[config.mk]
export PLATFORM = sky130hd
export DESIGN_NAME = mra_result_alert_regs
export DESIGN_NICKNAME = d
export VERILOG_FILES = /design/src/verilog/mra_pkg.sv /design/src/verilog/mra_avg_if.sv /design/src/verilog/mra_averager.sv /design/src/verilog/mra_result_alert_regs.sv
export SDC_FILE = /design/constraint.sdc
export NUM_CORES = 2
export LEC_CHECK = 0
export ABC_AREA = 1
export BUFFER_PORTS_ARGS = -buffer_cell sky130_fd_sc_hd__buf_4
export CAP_MARGIN = 0
export CORE_UTILIZATION = 65
export CTS_CLUSTER_SIZE = 40
export DETAILED_ROUTE_END_ITERATION = 6
export GPL_TIMING_DRIVEN = 0
export PLACE_DENSITY_LB_ADDON = 0.1
export RECOVER_POWER = 100
export REMOVE_ABC_BUFFERS = 1
export SLEW_MARGIN = 25
export SYNTH_ARGS = -nofsm -noshare
export SYNTH_HDL_FRONTEND = slang
export SYNTH_SLANG_ARGS = --single-unit
[constraint.sdc]
create_clock -name i_sys_clk -period 24.5 [get_ports i_sys_clk]
set_input_delay 4.9 -clock i_sys_clk [delete_from_list [all_inputs] [get_ports i_sys_clk]]
set_output_delay 4.9 -clock i_sys_clk [all_outputs]
set_load 0.01 [all_outputs]
[src/verilog/mra_pkg.sv]
`default_nettype none
package mra_pkg;
	// ************************************************************
	// Register pointers
	// ************************************************************
	localparam logic [7:0] ADDR_BUS_VOLTAGE_RESULT = 8'h02;
	localparam logic [7:0] ADDR_POWER_RESULT       = 8'h03;
	localparam logic [7:0] ADDR_CURRENT_RESULT     = 8'h04;
	localparam logic [7:0] ADDR_CALIBRATION_VALUE  = 8'h05;
	localparam logic [7:0] ADDR_ALERT_MASK_FLAGS   = 8'h06;

	// ************************************************************
	// Reset values
	// ************************************************************
	localparam logic [15:0] RST_RESULT      = 16'h0000;
	localparam logic [15:0] RST_CALIBRATION = 16'h0000;
	localparam logic [15:0] RST_MASK        = 16'h0000;

	// ************************************************************
	// Mask/flag register fields
	// ************************************************************
	localparam int BIT_SHUNT_OVER  = 15;
	localparam int BIT_SHUNT_UNDER = 14;
	localparam int BIT_BUS_OVER    = 13;
	localparam int BIT_BUS_UNDER   = 12;
	localparam int BIT_POWER_OVER  = 11;
	localparam int BIT_READY_ALERT = 10;
	localparam int BIT_ALERT_FLAG  = 4;
	localparam int BIT_DONE_FLAG   = 3;
	localparam int BIT_OVERFLOW    = 2;
	localparam int BIT_POLARITY    = 1;
	localparam int BIT_LATCH       = 0;
	localparam logic [15:0] MASK_WR_BITS = 16'hfc03;
	localparam logic [15:0] CAL_WR_BITS  = 16'h7fff;

	// ************************************************************
	// Arithmetic scaling
	// ************************************************************
	// Current = shunt * calibration / 2048
	localparam int CURRENT_SHIFT = 11;
	// Power step is 25 current steps: current * bus / 20000
	localparam logic [31:0] POWER_DIVISOR = 32'h00004e20;
	localparam logic [15:0] FULL_SCALE_POS = 16'h7fff;
	localparam logic [15:0] FULL_SCALE_NEG = 16'h8000;
	localparam logic [3:0]  MAX_AVG_LOG2   = 4'ha;
	localparam int          AVG_ACC_W      = 26;
	localparam logic [9:0]  AVG_CNT_RST    = 10'h000;
endpackage : mra_pkg
`default_nettype wire

[src/verilog/mra_avg_if.sv]
`default_nettype none
interface mra_avg_if;
	logic        sample_valid;
	logic [15:0] shunt_sample;
	logic [15:0] bus_sample;
	logic [3:0]  avg_log2;
	logic        avg_done;
	logic [15:0] shunt_avg;
	logic [15:0] bus_avg;

	modport requester (
		output sample_valid, shunt_sample, bus_sample, avg_log2,
		input  avg_done, shunt_avg, bus_avg
	);
	modport averager (
		input  sample_valid, shunt_sample, bus_sample, avg_log2,
		output avg_done, shunt_avg, bus_avg
	);
endinterface : mra_avg_if
`default_nettype wire

[src/verilog/mra_averager.sv]
`default_nettype none
module mra_averager (
	input  wire logic   i_sys_clk,
	input  wire logic   i_resetn,
	input  wire logic   i_clk_en,
	mra_avg_if.averager avg
);
	localparam int W = mra_pkg::AVG_ACC_W;

	logic signed [W-1:0] shunt_acc_reg;
	logic        [W-1:0] bus_acc_reg;
	logic        [9:0]   count_reg;
	logic        [3:0]   log2_eff;
	logic        [9:0]   last_count;
	logic signed [W-1:0] shunt_sum;
	logic        [W-1:0] bus_sum;

	// ************************************************************
	// Window length, clamped so the accumulator cannot wrap
	// ************************************************************
	assign log2_eff = (avg.avg_log2 > mra_pkg::MAX_AVG_LOG2) ?
		mra_pkg::MAX_AVG_LOG2 : avg.avg_log2;
	assign last_count = 10'((11'h001 << log2_eff) - 11'h001);
	assign shunt_sum  = shunt_acc_reg +
		W'(signed'(avg.shunt_sample));
	assign bus_sum    = bus_acc_reg + W'(avg.bus_sample);

	// Averaged value replaces the single sample
	always_ff @(posedge i_sys_clk or negedge i_resetn) begin
		if (!i_resetn) begin
			shunt_acc_reg <= '0;
			bus_acc_reg   <= '0;
			count_reg     <= mra_pkg::AVG_CNT_RST;
			avg.avg_done  <= 1'b0;
			avg.shunt_avg <= mra_pkg::RST_RESULT;
			avg.bus_avg   <= mra_pkg::RST_RESULT;
		end else if (i_clk_en) begin
			avg.avg_done <= 1'b0;
			if (avg.sample_valid) begin
				if (count_reg >= last_count) begin
					shunt_acc_reg <= '0;
					bus_acc_reg   <= '0;
					count_reg     <= mra_pkg::AVG_CNT_RST;
					avg.avg_done  <= 1'b1;
					avg.shunt_avg <= 16'(shunt_sum >>> log2_eff);
					avg.bus_avg   <= 16'(bus_sum >> log2_eff);
				end else begin
					shunt_acc_reg <= shunt_sum;
					bus_acc_reg   <= bus_sum;
					count_reg     <= count_reg + 10'h001;
				end
			end
		end
	end
endmodule : mra_averager
`default_nettype wire

[src/verilog/mra_result_alert_regs.sv]
`default_nettype none
module mra_result_alert_regs (
	input  wire logic        i_sys_clk,
	input  wire logic        i_resetn,
	input  wire logic        i_clk_en,
	input  wire logic [7:0]  i_reg_ptr,
	input  wire logic        i_reg_wr_en,
	input  wire logic        i_reg_rd_en,
	input  wire logic [15:0] i_reg_wdata,
	output var  logic [15:0] o_reg_rdata,
	output var  logic        o_reg_rvalid,
	input  wire logic        i_cfg_write,
	input  wire logic        i_cfg_powerdown,
	input  wire logic [15:0] i_alert_limit,
	input  wire logic [3:0]  i_avg_log2,
	input  wire logic        i_sample_valid,
	input  wire logic [15:0] i_shunt_sample,
	input  wire logic [15:0] i_bus_sample,
	input  wire logic        i_alert_pin,
	output var  logic        o_alert_out,
	output var  logic        o_alert_oe
);
	typedef enum logic [1:0] {
		ST_IDLE, ST_CURRENT, ST_POWER, ST_COMPARE
	} mra_state_t;

	mra_state_t          state_reg;
	logic [15:0]         bus_voltage_result_reg;
	logic [15:0]         power_result_reg;
	logic [15:0]         current_result_reg;
	logic [15:0]         calibration_value_reg;
	logic [15:0]         mask_reg;
	logic signed [15:0]  shunt_hold_reg;
	logic                alert_function_flag_reg;
	logic                conversion_done_flag_reg;
	logic                math_overflow_flag_reg;
	logic                cur_ovf_reg;
	logic                mask_read;
	logic                cfg_clear;
	logic                limit_hit;
	logic                any_func;
	logic                alert_active;
	logic signed [31:0]  cur_product;
	logic signed [31:0]  cur_scaled;
	logic [15:0]         cur_magnitude;
	logic [31:0]         pwr_product;
	logic [31:0]         pwr_scaled;

	mra_avg_if avg_bus ();

	assign avg_bus.sample_valid = i_sample_valid;
	assign avg_bus.shunt_sample = i_shunt_sample;
	assign avg_bus.bus_sample   = i_bus_sample;
	assign avg_bus.avg_log2     = i_avg_log2;

	mra_averager u_averager (
		.i_sys_clk (i_sys_clk),
		.i_resetn  (i_resetn),
		.i_clk_en  (i_clk_en),
		.avg       (avg_bus.averager)
	);

	// ************************************************************
	// Decoding shared by writes and flag clears
	// ************************************************************
	function automatic logic is_ptr(input logic [7:0] p,
		input logic [7:0] a);
		return p == a;
	endfunction : is_ptr

	assign mask_read = i_reg_rd_en &&
		is_ptr(i_reg_ptr, mra_pkg::ADDR_ALERT_MASK_FLAGS);
	// Powering down leaves the last result flagged as ready
	assign cfg_clear = i_cfg_write && !i_cfg_powerdown;

	// ************************************************************
	// Arithmetic
	// ************************************************************
	assign cur_product = shunt_hold_reg *
		signed'({17'h00000, calibration_value_reg[14:0]});
	assign cur_scaled  = cur_product >>> mra_pkg::CURRENT_SHIFT;
	assign cur_magnitude = current_result_reg[15] ?
		16'(-current_result_reg) : current_result_reg;
	// Dividing by the constant keeps one power step at 25 current steps
	assign pwr_product = {16'h0000, cur_magnitude} *
		{16'h0000, bus_voltage_result_reg};
	assign pwr_scaled  = pwr_product / mra_pkg::POWER_DIVISOR;

	// ************************************************************
	// Sequencer
	// ************************************************************
	always_ff @(posedge i_sys_clk or negedge i_resetn) begin
		if (!i_resetn) begin
			state_reg <= ST_IDLE;
		end else if (i_clk_en) begin
			case (state_reg)
				ST_IDLE: begin
					if (avg_bus.avg_done) begin
						state_reg <= ST_CURRENT;
					end
				end
				ST_CURRENT: state_reg <= ST_POWER;
				ST_POWER:   state_reg <= ST_COMPARE;
				ST_COMPARE: state_reg <= ST_IDLE;
				default:    state_reg <= ST_IDLE;
			endcase
		end
	end

	// ************************************************************
	// Result registers
	// ************************************************************
	always_ff @(posedge i_sys_clk or negedge i_resetn) begin
		if (!i_resetn) begin
			bus_voltage_result_reg <= mra_pkg::RST_RESULT;
			shunt_hold_reg         <= signed'(mra_pkg::RST_RESULT);
		end else if (i_clk_en && state_reg == ST_IDLE &&
			avg_bus.avg_done) begin
			shunt_hold_reg <= signed'(avg_bus.shunt_avg);
			// Top bit can never be set; saturate at full scale
			if (avg_bus.bus_avg[15]) begin
				bus_voltage_result_reg <= mra_pkg::FULL_SCALE_POS;
			end else begin
				bus_voltage_result_reg <= avg_bus.bus_avg;
			end
		end
	end

	always_ff @(posedge i_sys_clk or negedge i_resetn) begin
		if (!i_resetn) begin
			current_result_reg <= mra_pkg::RST_RESULT;
			cur_ovf_reg        <= 1'b0;
		end else if (i_clk_en && state_reg == ST_CURRENT) begin
			if (cur_scaled > 32'sh00007fff) begin
				current_result_reg <= mra_pkg::FULL_SCALE_POS;
				cur_ovf_reg        <= 1'b1;
			end else if (cur_scaled < -32'sh00008000) begin
				current_result_reg <= mra_pkg::FULL_SCALE_NEG;
				cur_ovf_reg        <= 1'b1;
			end else begin
				current_result_reg <= 16'(cur_scaled);
				cur_ovf_reg        <= 1'b0;
			end
		end
	end

	always_ff @(posedge i_sys_clk or negedge i_resetn) begin
		if (!i_resetn) begin
			power_result_reg       <= mra_pkg::RST_RESULT;
			math_overflow_flag_reg <= 1'b0;
		end else if (i_clk_en && state_reg == ST_POWER) begin
			if (pwr_scaled > 32'h0000ffff) begin
				power_result_reg       <= 16'hffff;
				math_overflow_flag_reg <= 1'b1;
			end else begin
				power_result_reg       <= pwr_scaled[15:0];
				math_overflow_flag_reg <= cur_ovf_reg;
			end
		end
	end

	// ************************************************************
	// Host-written registers
	// ************************************************************
	always_ff @(posedge i_sys_clk or negedge i_resetn) begin
		if (!i_resetn) begin
			calibration_value_reg <= mra_pkg::RST_CALIBRATION;
			mask_reg              <= mra_pkg::RST_MASK;
		end else if (i_clk_en && i_reg_wr_en) begin
			if (is_ptr(i_reg_ptr, mra_pkg::ADDR_CALIBRATION_VALUE)) begin
				calibration_value_reg <=
					i_reg_wdata & mra_pkg::CAL_WR_BITS;
			end
			if (is_ptr(i_reg_ptr, mra_pkg::ADDR_ALERT_MASK_FLAGS)) begin
				mask_reg <= i_reg_wdata & mra_pkg::MASK_WR_BITS;
			end
		end
	end

	// ************************************************************
	// Limit comparison, highest enabled function only
	// ************************************************************
	always_comb begin
		limit_hit = 1'b0;
		any_func  = 1'b1;
		if (mask_reg[mra_pkg::BIT_SHUNT_OVER]) begin
			limit_hit = shunt_hold_reg >
				signed'(i_alert_limit);
		end else if (mask_reg[mra_pkg::BIT_SHUNT_UNDER]) begin
			limit_hit = shunt_hold_reg <
				signed'(i_alert_limit);
		end else if (mask_reg[mra_pkg::BIT_BUS_OVER]) begin
			limit_hit = bus_voltage_result_reg > i_alert_limit;
		end else if (mask_reg[mra_pkg::BIT_BUS_UNDER]) begin
			limit_hit = bus_voltage_result_reg < i_alert_limit;
		end else if (mask_reg[mra_pkg::BIT_POWER_OVER]) begin
			limit_hit = power_result_reg > i_alert_limit;
		end else begin
			any_func = 1'b0;
		end
	end

	// ************************************************************
	// Flags; a setting event wins over a clearing one
	// ************************************************************
	always_ff @(posedge i_sys_clk or negedge i_resetn) begin
		if (!i_resetn) begin
			conversion_done_flag_reg <= 1'b0;
		end else if (i_clk_en) begin
			if (state_reg == ST_COMPARE) begin
				conversion_done_flag_reg <= 1'b1;
			end else if (cfg_clear || mask_read) begin
				conversion_done_flag_reg <= 1'b0;
			end
		end
	end

	always_ff @(posedge i_sys_clk or negedge i_resetn) begin
		if (!i_resetn) begin
			alert_function_flag_reg <= 1'b0;
		end else if (i_clk_en) begin
			if (mask_reg[mra_pkg::BIT_LATCH]) begin
				if (state_reg == ST_COMPARE && limit_hit) begin
					alert_function_flag_reg <= 1'b1;
				end else if (mask_read) begin
					alert_function_flag_reg <= 1'b0;
				end
			end else if (state_reg == ST_COMPARE) begin
				alert_function_flag_reg <= limit_hit;
			end
		end
	end

	// ************************************************************
	// Alert pin, open collector
	// ************************************************************
	// Pin level is not read back; the host sees state in the flags
	assign alert_active = (alert_function_flag_reg && any_func) ||
		(mask_reg[mra_pkg::BIT_READY_ALERT] &&
		conversion_done_flag_reg);

	always_ff @(posedge i_sys_clk or negedge i_resetn) begin
		if (!i_resetn) begin
			o_alert_oe  <= 1'b0;
			o_alert_out <= 1'b0;
		end else if (i_clk_en) begin
			// Pulling low means asserted only for the normal polarity
			o_alert_oe  <= alert_active ^
				mask_reg[mra_pkg::BIT_POLARITY];
			o_alert_out <= 1'b0;
		end
	end

	// ************************************************************
	// Read port
	// ************************************************************
	always_ff @(posedge i_sys_clk or negedge i_resetn) begin
		if (!i_resetn) begin
			o_reg_rdata  <= mra_pkg::RST_RESULT;
			o_reg_rvalid <= 1'b0;
		end else if (i_clk_en) begin
			o_reg_rvalid <= i_reg_rd_en;
			if (i_reg_rd_en) begin
				case (i_reg_ptr)
					mra_pkg::ADDR_BUS_VOLTAGE_RESULT:
						o_reg_rdata <= bus_voltage_result_reg;
					mra_pkg::ADDR_POWER_RESULT:
						o_reg_rdata <= power_result_reg;
					mra_pkg::ADDR_CURRENT_RESULT:
						o_reg_rdata <= current_result_reg;
					mra_pkg::ADDR_CALIBRATION_VALUE:
						o_reg_rdata <= calibration_value_reg;
					mra_pkg::ADDR_ALERT_MASK_FLAGS: begin
						o_reg_rdata <= {mask_reg[15:5],
							alert_function_flag_reg,
							conversion_done_flag_reg,
							math_overflow_flag_reg, mask_reg[1:0]};
					end
					default: o_reg_rdata <= 16'h0000;
				endcase
			end
		end
	end
endmodule : mra_result_alert_regs
`default_nettype wire

[After elaboration in Yosys (flattened, before gate mapping)]
Index checks and enable logic that the tools add are counted.
Word-level totals
  bits in registers: 206
  input port bits: 85
  output and inout bits: 19
Cells by class
  $add $sub $neg: 5
  multipliers: 2
  divide/modulo/power cells: 1
  order comparisons: 10
  eq/ne operators: 10
  shift-type cells: 3
  mux-type cells: 33
  bitwise gates (word level): 1
  reductions and logical operators: 24
Operators by type and width (number)
  $pmux 16 s5: 1
  $mul 16x16->32: 2
  $mux 16: 4
  $add 26x16->26: 2
  $mux 26: 2
  $gt 16x16->1: 3
  $div 32x15->32 const B: 1
  $gt 32x16->1 const B: 1
  $lt 16x16->1: 2
  $shr 26x4->16: 1
  $sshr 26x4->16: 1
  $eq 8x3->1 const B: 3
  $gt 21x16->1 const B: 1
  $lt 21x16->1 const B: 1
  $mux 1: 21
  $eq 8x2->1 const B: 2
  $neg 16->16: 1
  $mux 15: 1
  $reduce_and 2->1: 6
  $add 10x1->10 const B: 1
  $ge 10x10->1: 1
  $logic_and 1x1->1: 10
  $mux 10: 1
  $shl 1x4->10 const A: 1
  other kinds (15): 19

[Longest topological paths before layout]
  word-level depth: 9
  gate-level depth with buffers: 171
  depth with buffers taken out: 163

[Hierarchy]
A second synthesis with hierarchy kept.
Second synthesis, totals
  cell total of the unflattened synthesis: 5800
  area, all modules: 40572.7 µm²
Modules (own cells, without submodules)
  mra_result_alert_regs: times used 1, cells each 4291, area an instance 31355.1 µm²
  mra_averager: times used 1, cells each 1509, area an instance 9217.6 µm²

[Least setup slack after synthesis]
Ideal clock, no wire load.
  kind: register -> register
  start point: register current_result_reg[0]
  end point: register power_result_reg[0]
  arrival: 17.754 ns
  setup slack: 6.625 ns
  cell stages (with the launch flop): 150
  path buffers: 15
  cell sequence: dfrtp_1 -> clkbuf_1 -> nor3_1 -> inv_1 -> nor3_1 -> nand2_1 -> inv_1 -> nand2_1 -> nor2_1 -> nor2_1 -> xor2_1 -> nand2_1 -> fa_1 -> inv_1 -> fa_1 -> inv_1 -> fa_1 -> inv_1 -> (+114 left out) -> nand2_2 -> a21oi_4 -> nand2_2 -> buf_6 -> nand2_1 -> nand2_1 -> nand2_4 -> nand2_1 -> nor2_1 -> nand2_2 -> nand2_2 -> nand2_1 -> nand2_1 -> inv_1 -> nor2_1 -> nand2_1 -> nand2_1 -> a21oi_1
On the way
  cells in the longest elaborated chain, start to end: 6
Ends and longest elaborated chain
  start, declared: RTL line mra_result_alert_regs.sv:30  | logic [15:0] current_result_reg;
  start signal, assigned: RTL line mra_result_alert_regs.sv:131  | current_result_reg <= mra_pkg::RST_RESULT;
  start signal, assigned: RTL line mra_result_alert_regs.sv:135  | current_result_reg <= mra_pkg::FULL_SCALE_POS;
  start signal, assigned: RTL line mra_result_alert_regs.sv:138  | current_result_reg <= mra_pkg::FULL_SCALE_NEG;
  $neg 16->16: RTL line mra_result_alert_regs.sv:83  | 16'(-current_result_reg) : current_result_reg;
  $mux 16 *: RTL line mra_result_alert_regs.sv:82  | assign cur_magnitude = current_result_reg[15] ?
  $mul 16x16->32 *: RTL line mra_result_alert_regs.sv:85  | assign pwr_product = {16'h0000, cur_magnitude} *
  $div 32x15->32 *: RTL line mra_result_alert_regs.sv:87  | assign pwr_scaled = pwr_product / mra_pkg::POWER_DIVISOR;
  $gt 32x16->1: RTL line mra_result_alert_regs.sv:152  | if (pwr_scaled > 32'h0000ffff) begin
  $mux 16 *: RTL line mra_result_alert_regs.sv:152
  end signal, assigned: RTL line mra_result_alert_regs.sv:149  | power_result_reg <= mra_pkg::RST_RESULT;
  end signal, assigned: RTL line mra_result_alert_regs.sv:156  | power_result_reg <= pwr_scaled[15:0];
  end, declared: RTL line mra_result_alert_regs.sv:29  | logic [15:0] power_result_reg;
Every way passes the cells marked *; elsewhere a longest branch is shown, timed or not.
A chain may end at the register's enable or synchronous reset.

[Worst setup path in the final report]
Same ends and word-level chain as after synthesis.

==> results.md <==
- Layout Area Growth over Synthesis: 5.075%
- Number of clock sinks seen by CTS: 205
- Core Box Area: 56600 um^2
- Number of antenna violations at the first check in global routing: 0
- Simple-gate share of the synthesized area: 25.46%
- Via-to-Cell Ratio: 5.539
- Highest fanout seen on the critical path: 17
- Max-cap violation count: 4
- Adder-cell share of the synthesized area: 32.95%
- Async set or reset register ratio after synthesis: 100.0%
- Cell repeated most along the worst path: sky130_fd_sc_hd__nand2_1
- CP Data Arrival Time: 22.70 ns
- Multiplexer share of the synthesized area: 0.3513%
- Fill cell instance count of the final layout: 4914
- Leftover overflow at the end of global routing: 0
- Commonest cells after routing, fill and taps aside: 1248 x sky130_fd_sc_hd__nand2_1, 1046 x sky130_fd_sc_hd__inv_1, 428 x sky130_fd_sc_hd__fa_1
- Setup repair after global routing missed its margin: no
- Total number of vias: 32491
- Estimated wirelength of the detail-placed design: 76.75 mm
- Worst setup path class: reg2reg
- FF+latch count, synth: 205
- Pin count of the biggest net entering global routing: 81
- Syn Area/Cell: 7.313 um^2
- Max-Slew Margin vs Limit: -189.2%
- Critical Path Sink Type: flop
- Violated checks: capacitance limit, slew limit
- Largest family of logic cells by synthesized area: adder cells
- Clock input transition at the sequential cells of the worst setup and hold paths: 0.06 ns
- Final setup violation count: 0
- Largest stage delay on the critical path: 0.56 ns
- # hold bufs at CTS: 0
- Number of max-slew violations in the final report: 265
- Number of distinct library cell variants in the gate-level netlist after synthesis: 73
- Total routed wirelength: 96.17 mm
- CTS tree: done
- Portion of the clock cycle consumed by the worst path in the final layout: 90.71%
- Crit path required time: 24.97 ns
- Later-pin clock latency in the skew report: 0.57 ns
- Setup TNS: 0 ns
- Final antenna-violating net count: 0
- Effective utilization at floorplan: 66.07%
- EDFF count, synth: 0
- Routed wire per std cell: 16.39 um
- Placer Congestion: 0.9861
- Clock Root Buffer: sky130_fd_sc_hd__clkbuf_16
- Global router's overall resource usage: 34.23%
- Vias in the first global route: 32411
- I/O pin cnt: 104
- Length of the first detailed-routing pass in iterations: 6
- Final nets: 5904
- Area of the mapped netlist: 37400 um^2
- Floorplan die width: 241.9 um
- Number of buffers created by CTS: 26
- Drt initial violations: 2461
- Maximum root-to-sink buffer count: 3
- Fraction of the mapped netlist area in compound gates: 10.39%
- Die Height: 241.9 um
- Most used flip-flop cell after synthesis: sky130_fd_sc_hd__dfrtp_1
- Rows: 87
- Result of the run: finished, violations left
- Endpoints failing hold: 0
- First-pass GRT wire length: 162.8 mm
- Yosys warns: 0
- Achievable Freq: 0.04500 GHz
- Worst-margin pin slew: 4.339 ns
- Synth Instances: 5114
- Startpoint kind of the worst setup timing path: flop
- Minimum period implied by the final worst setup slack: 22.22 ns
- Layout cell share with drive strength beyond 1: 9.198%
- Number of levels in the clock H-tree: 1
- Count of port buffers added during placement: 101
- Number of inserted diodes: 0
- Share of synthesized area occupied by flip-flops and latches: 13.72%
- Final clock skew: 0.02609 ns
- Most frequent standard cell in the layout excluding fill and tap cells: sky130_fd_sc_hd__nand2_1
- Path type of the worst min-delay path: reg2reg
- Crit-path slowest cell: sky130_fd_sc_hd__fa_1
- Overall die area: 58500 um^2
- DRC Markers: 0
- Share of the synthesized netlist area taken by xor and xnor gates: 3.787%
cells by family (layout without fill, tap and decap cells):
kind of cell / after synthesis / in the layout
multiplexers: 12 / 12
AND/OR/NAND/NOR: 2084 / 2084
XOR/XNOR: 160 / 160
AO/OA/AOI/OAI: 654 / 654
flip-flops: 205 / 205
buffers and inverters: 1270 / 1266
adder cells (fa/ha/maj): 728 / 728
other: 1 / 1
cells in the mapped netlist, drive strengths merged (31+ instances only):
cell type	count	area share, %
nand4	31	0.59
clkbuf	143	1.4
a21oi	185	2.8
o22ai	45	0.75
fa	428	23
nand2	1431	16
nand3	220	3.4
ha	300	10
xnor2	50	1.2
nor2	345	4.0
o21ai	296	4.0
inv	1083	11
xor2	110	2.6
dfrtp	205	14
critical path, delay by kind of cell (launching register included):
kind | cells | cell delay (ns)
compound gates | 7 | 1.15
xor+xnor | 1 | 0.44
fa+ha+maj | 7 | 3.43
buf+inv | 18 | 2.01
flops | 1 | 0.55
simple gates | 105 | 14.45
through the flow:
stage	std cells	setup WS [ns]	utilization (%)	hold slack, ns	area [um^2]
after floorplan	4949	6.058	-	0.4367	36590
after global placement	5806	1.676	67.66	0.4612	38300
after detailed placement	5815	2.006	68.05	0.4633	38520
after CTS	5862	1.943	69.65	0.4783	39420
after global routing	5866	0.008937	69.42	0.5081	39300
final	5866	2.276	69.42	0.4806	39300
worst paths after layout:
kind                                                         start                                       to  slack [ns]  cells past startpoint
min                        u_averager.avg.shunt_avg[5]$_DFFE_PN0P_            shunt_hold_reg[5]$_DFFE_PN0P_        0.48                      2
max in group asynchronous                                 i_resetn         power_result_reg[15]$_DFFE_PN0P_       10.99                      3
max reg2reg                      current_result_reg[0]$_DFFE_PN0P_          power_result_reg[0]$_DFFE_PN0P_        2.28                    138
max                              current_result_reg[0]$_DFFE_PN0P_          power_result_reg[0]$_DFFE_PN0P_        2.28                    138
min reg2reg                u_averager.avg.shunt_avg[5]$_DFFE_PN0P_            shunt_hold_reg[5]$_DFFE_PN0P_        0.48                      2
min in group asynchronous                                 i_resetn  u_averager.shunt_acc_reg[5]$_DFFE_PN0P_        5.21                      1
repair_timing:
action / in CTS / in global routing
setup endpoints to repair: 0 / 2
setup buffers: 0 / 4
gates resized for setup: 0 / 5
cell type report:
type,instances,area (um^2),area share (%)
Sequential cell,205,5131,13.06
Clock buffer,32,703.2,1.789
Clock inverter,15,198.9,0.5063
Tap cell,756,945.9,2.407
Multi-Input combinational cell,3639,27350,69.60
Timing Repair Buffer,114,779.5,1.984
Inverter,1105,4187,10.65
metal layers:
metal	global-route usage, %	part of all wire (%)	vias up
li1	-	-	15637
met1	46.52	42	15355
met2	54.26	45	1254
met3	6.415	9.7	245
met4	13.25	4.1	0
met5	0	0	-
Power is left out: the tool's default activity adds up to more than one toggle a clock period on the data nets, which glitch-free logic cannot reach.
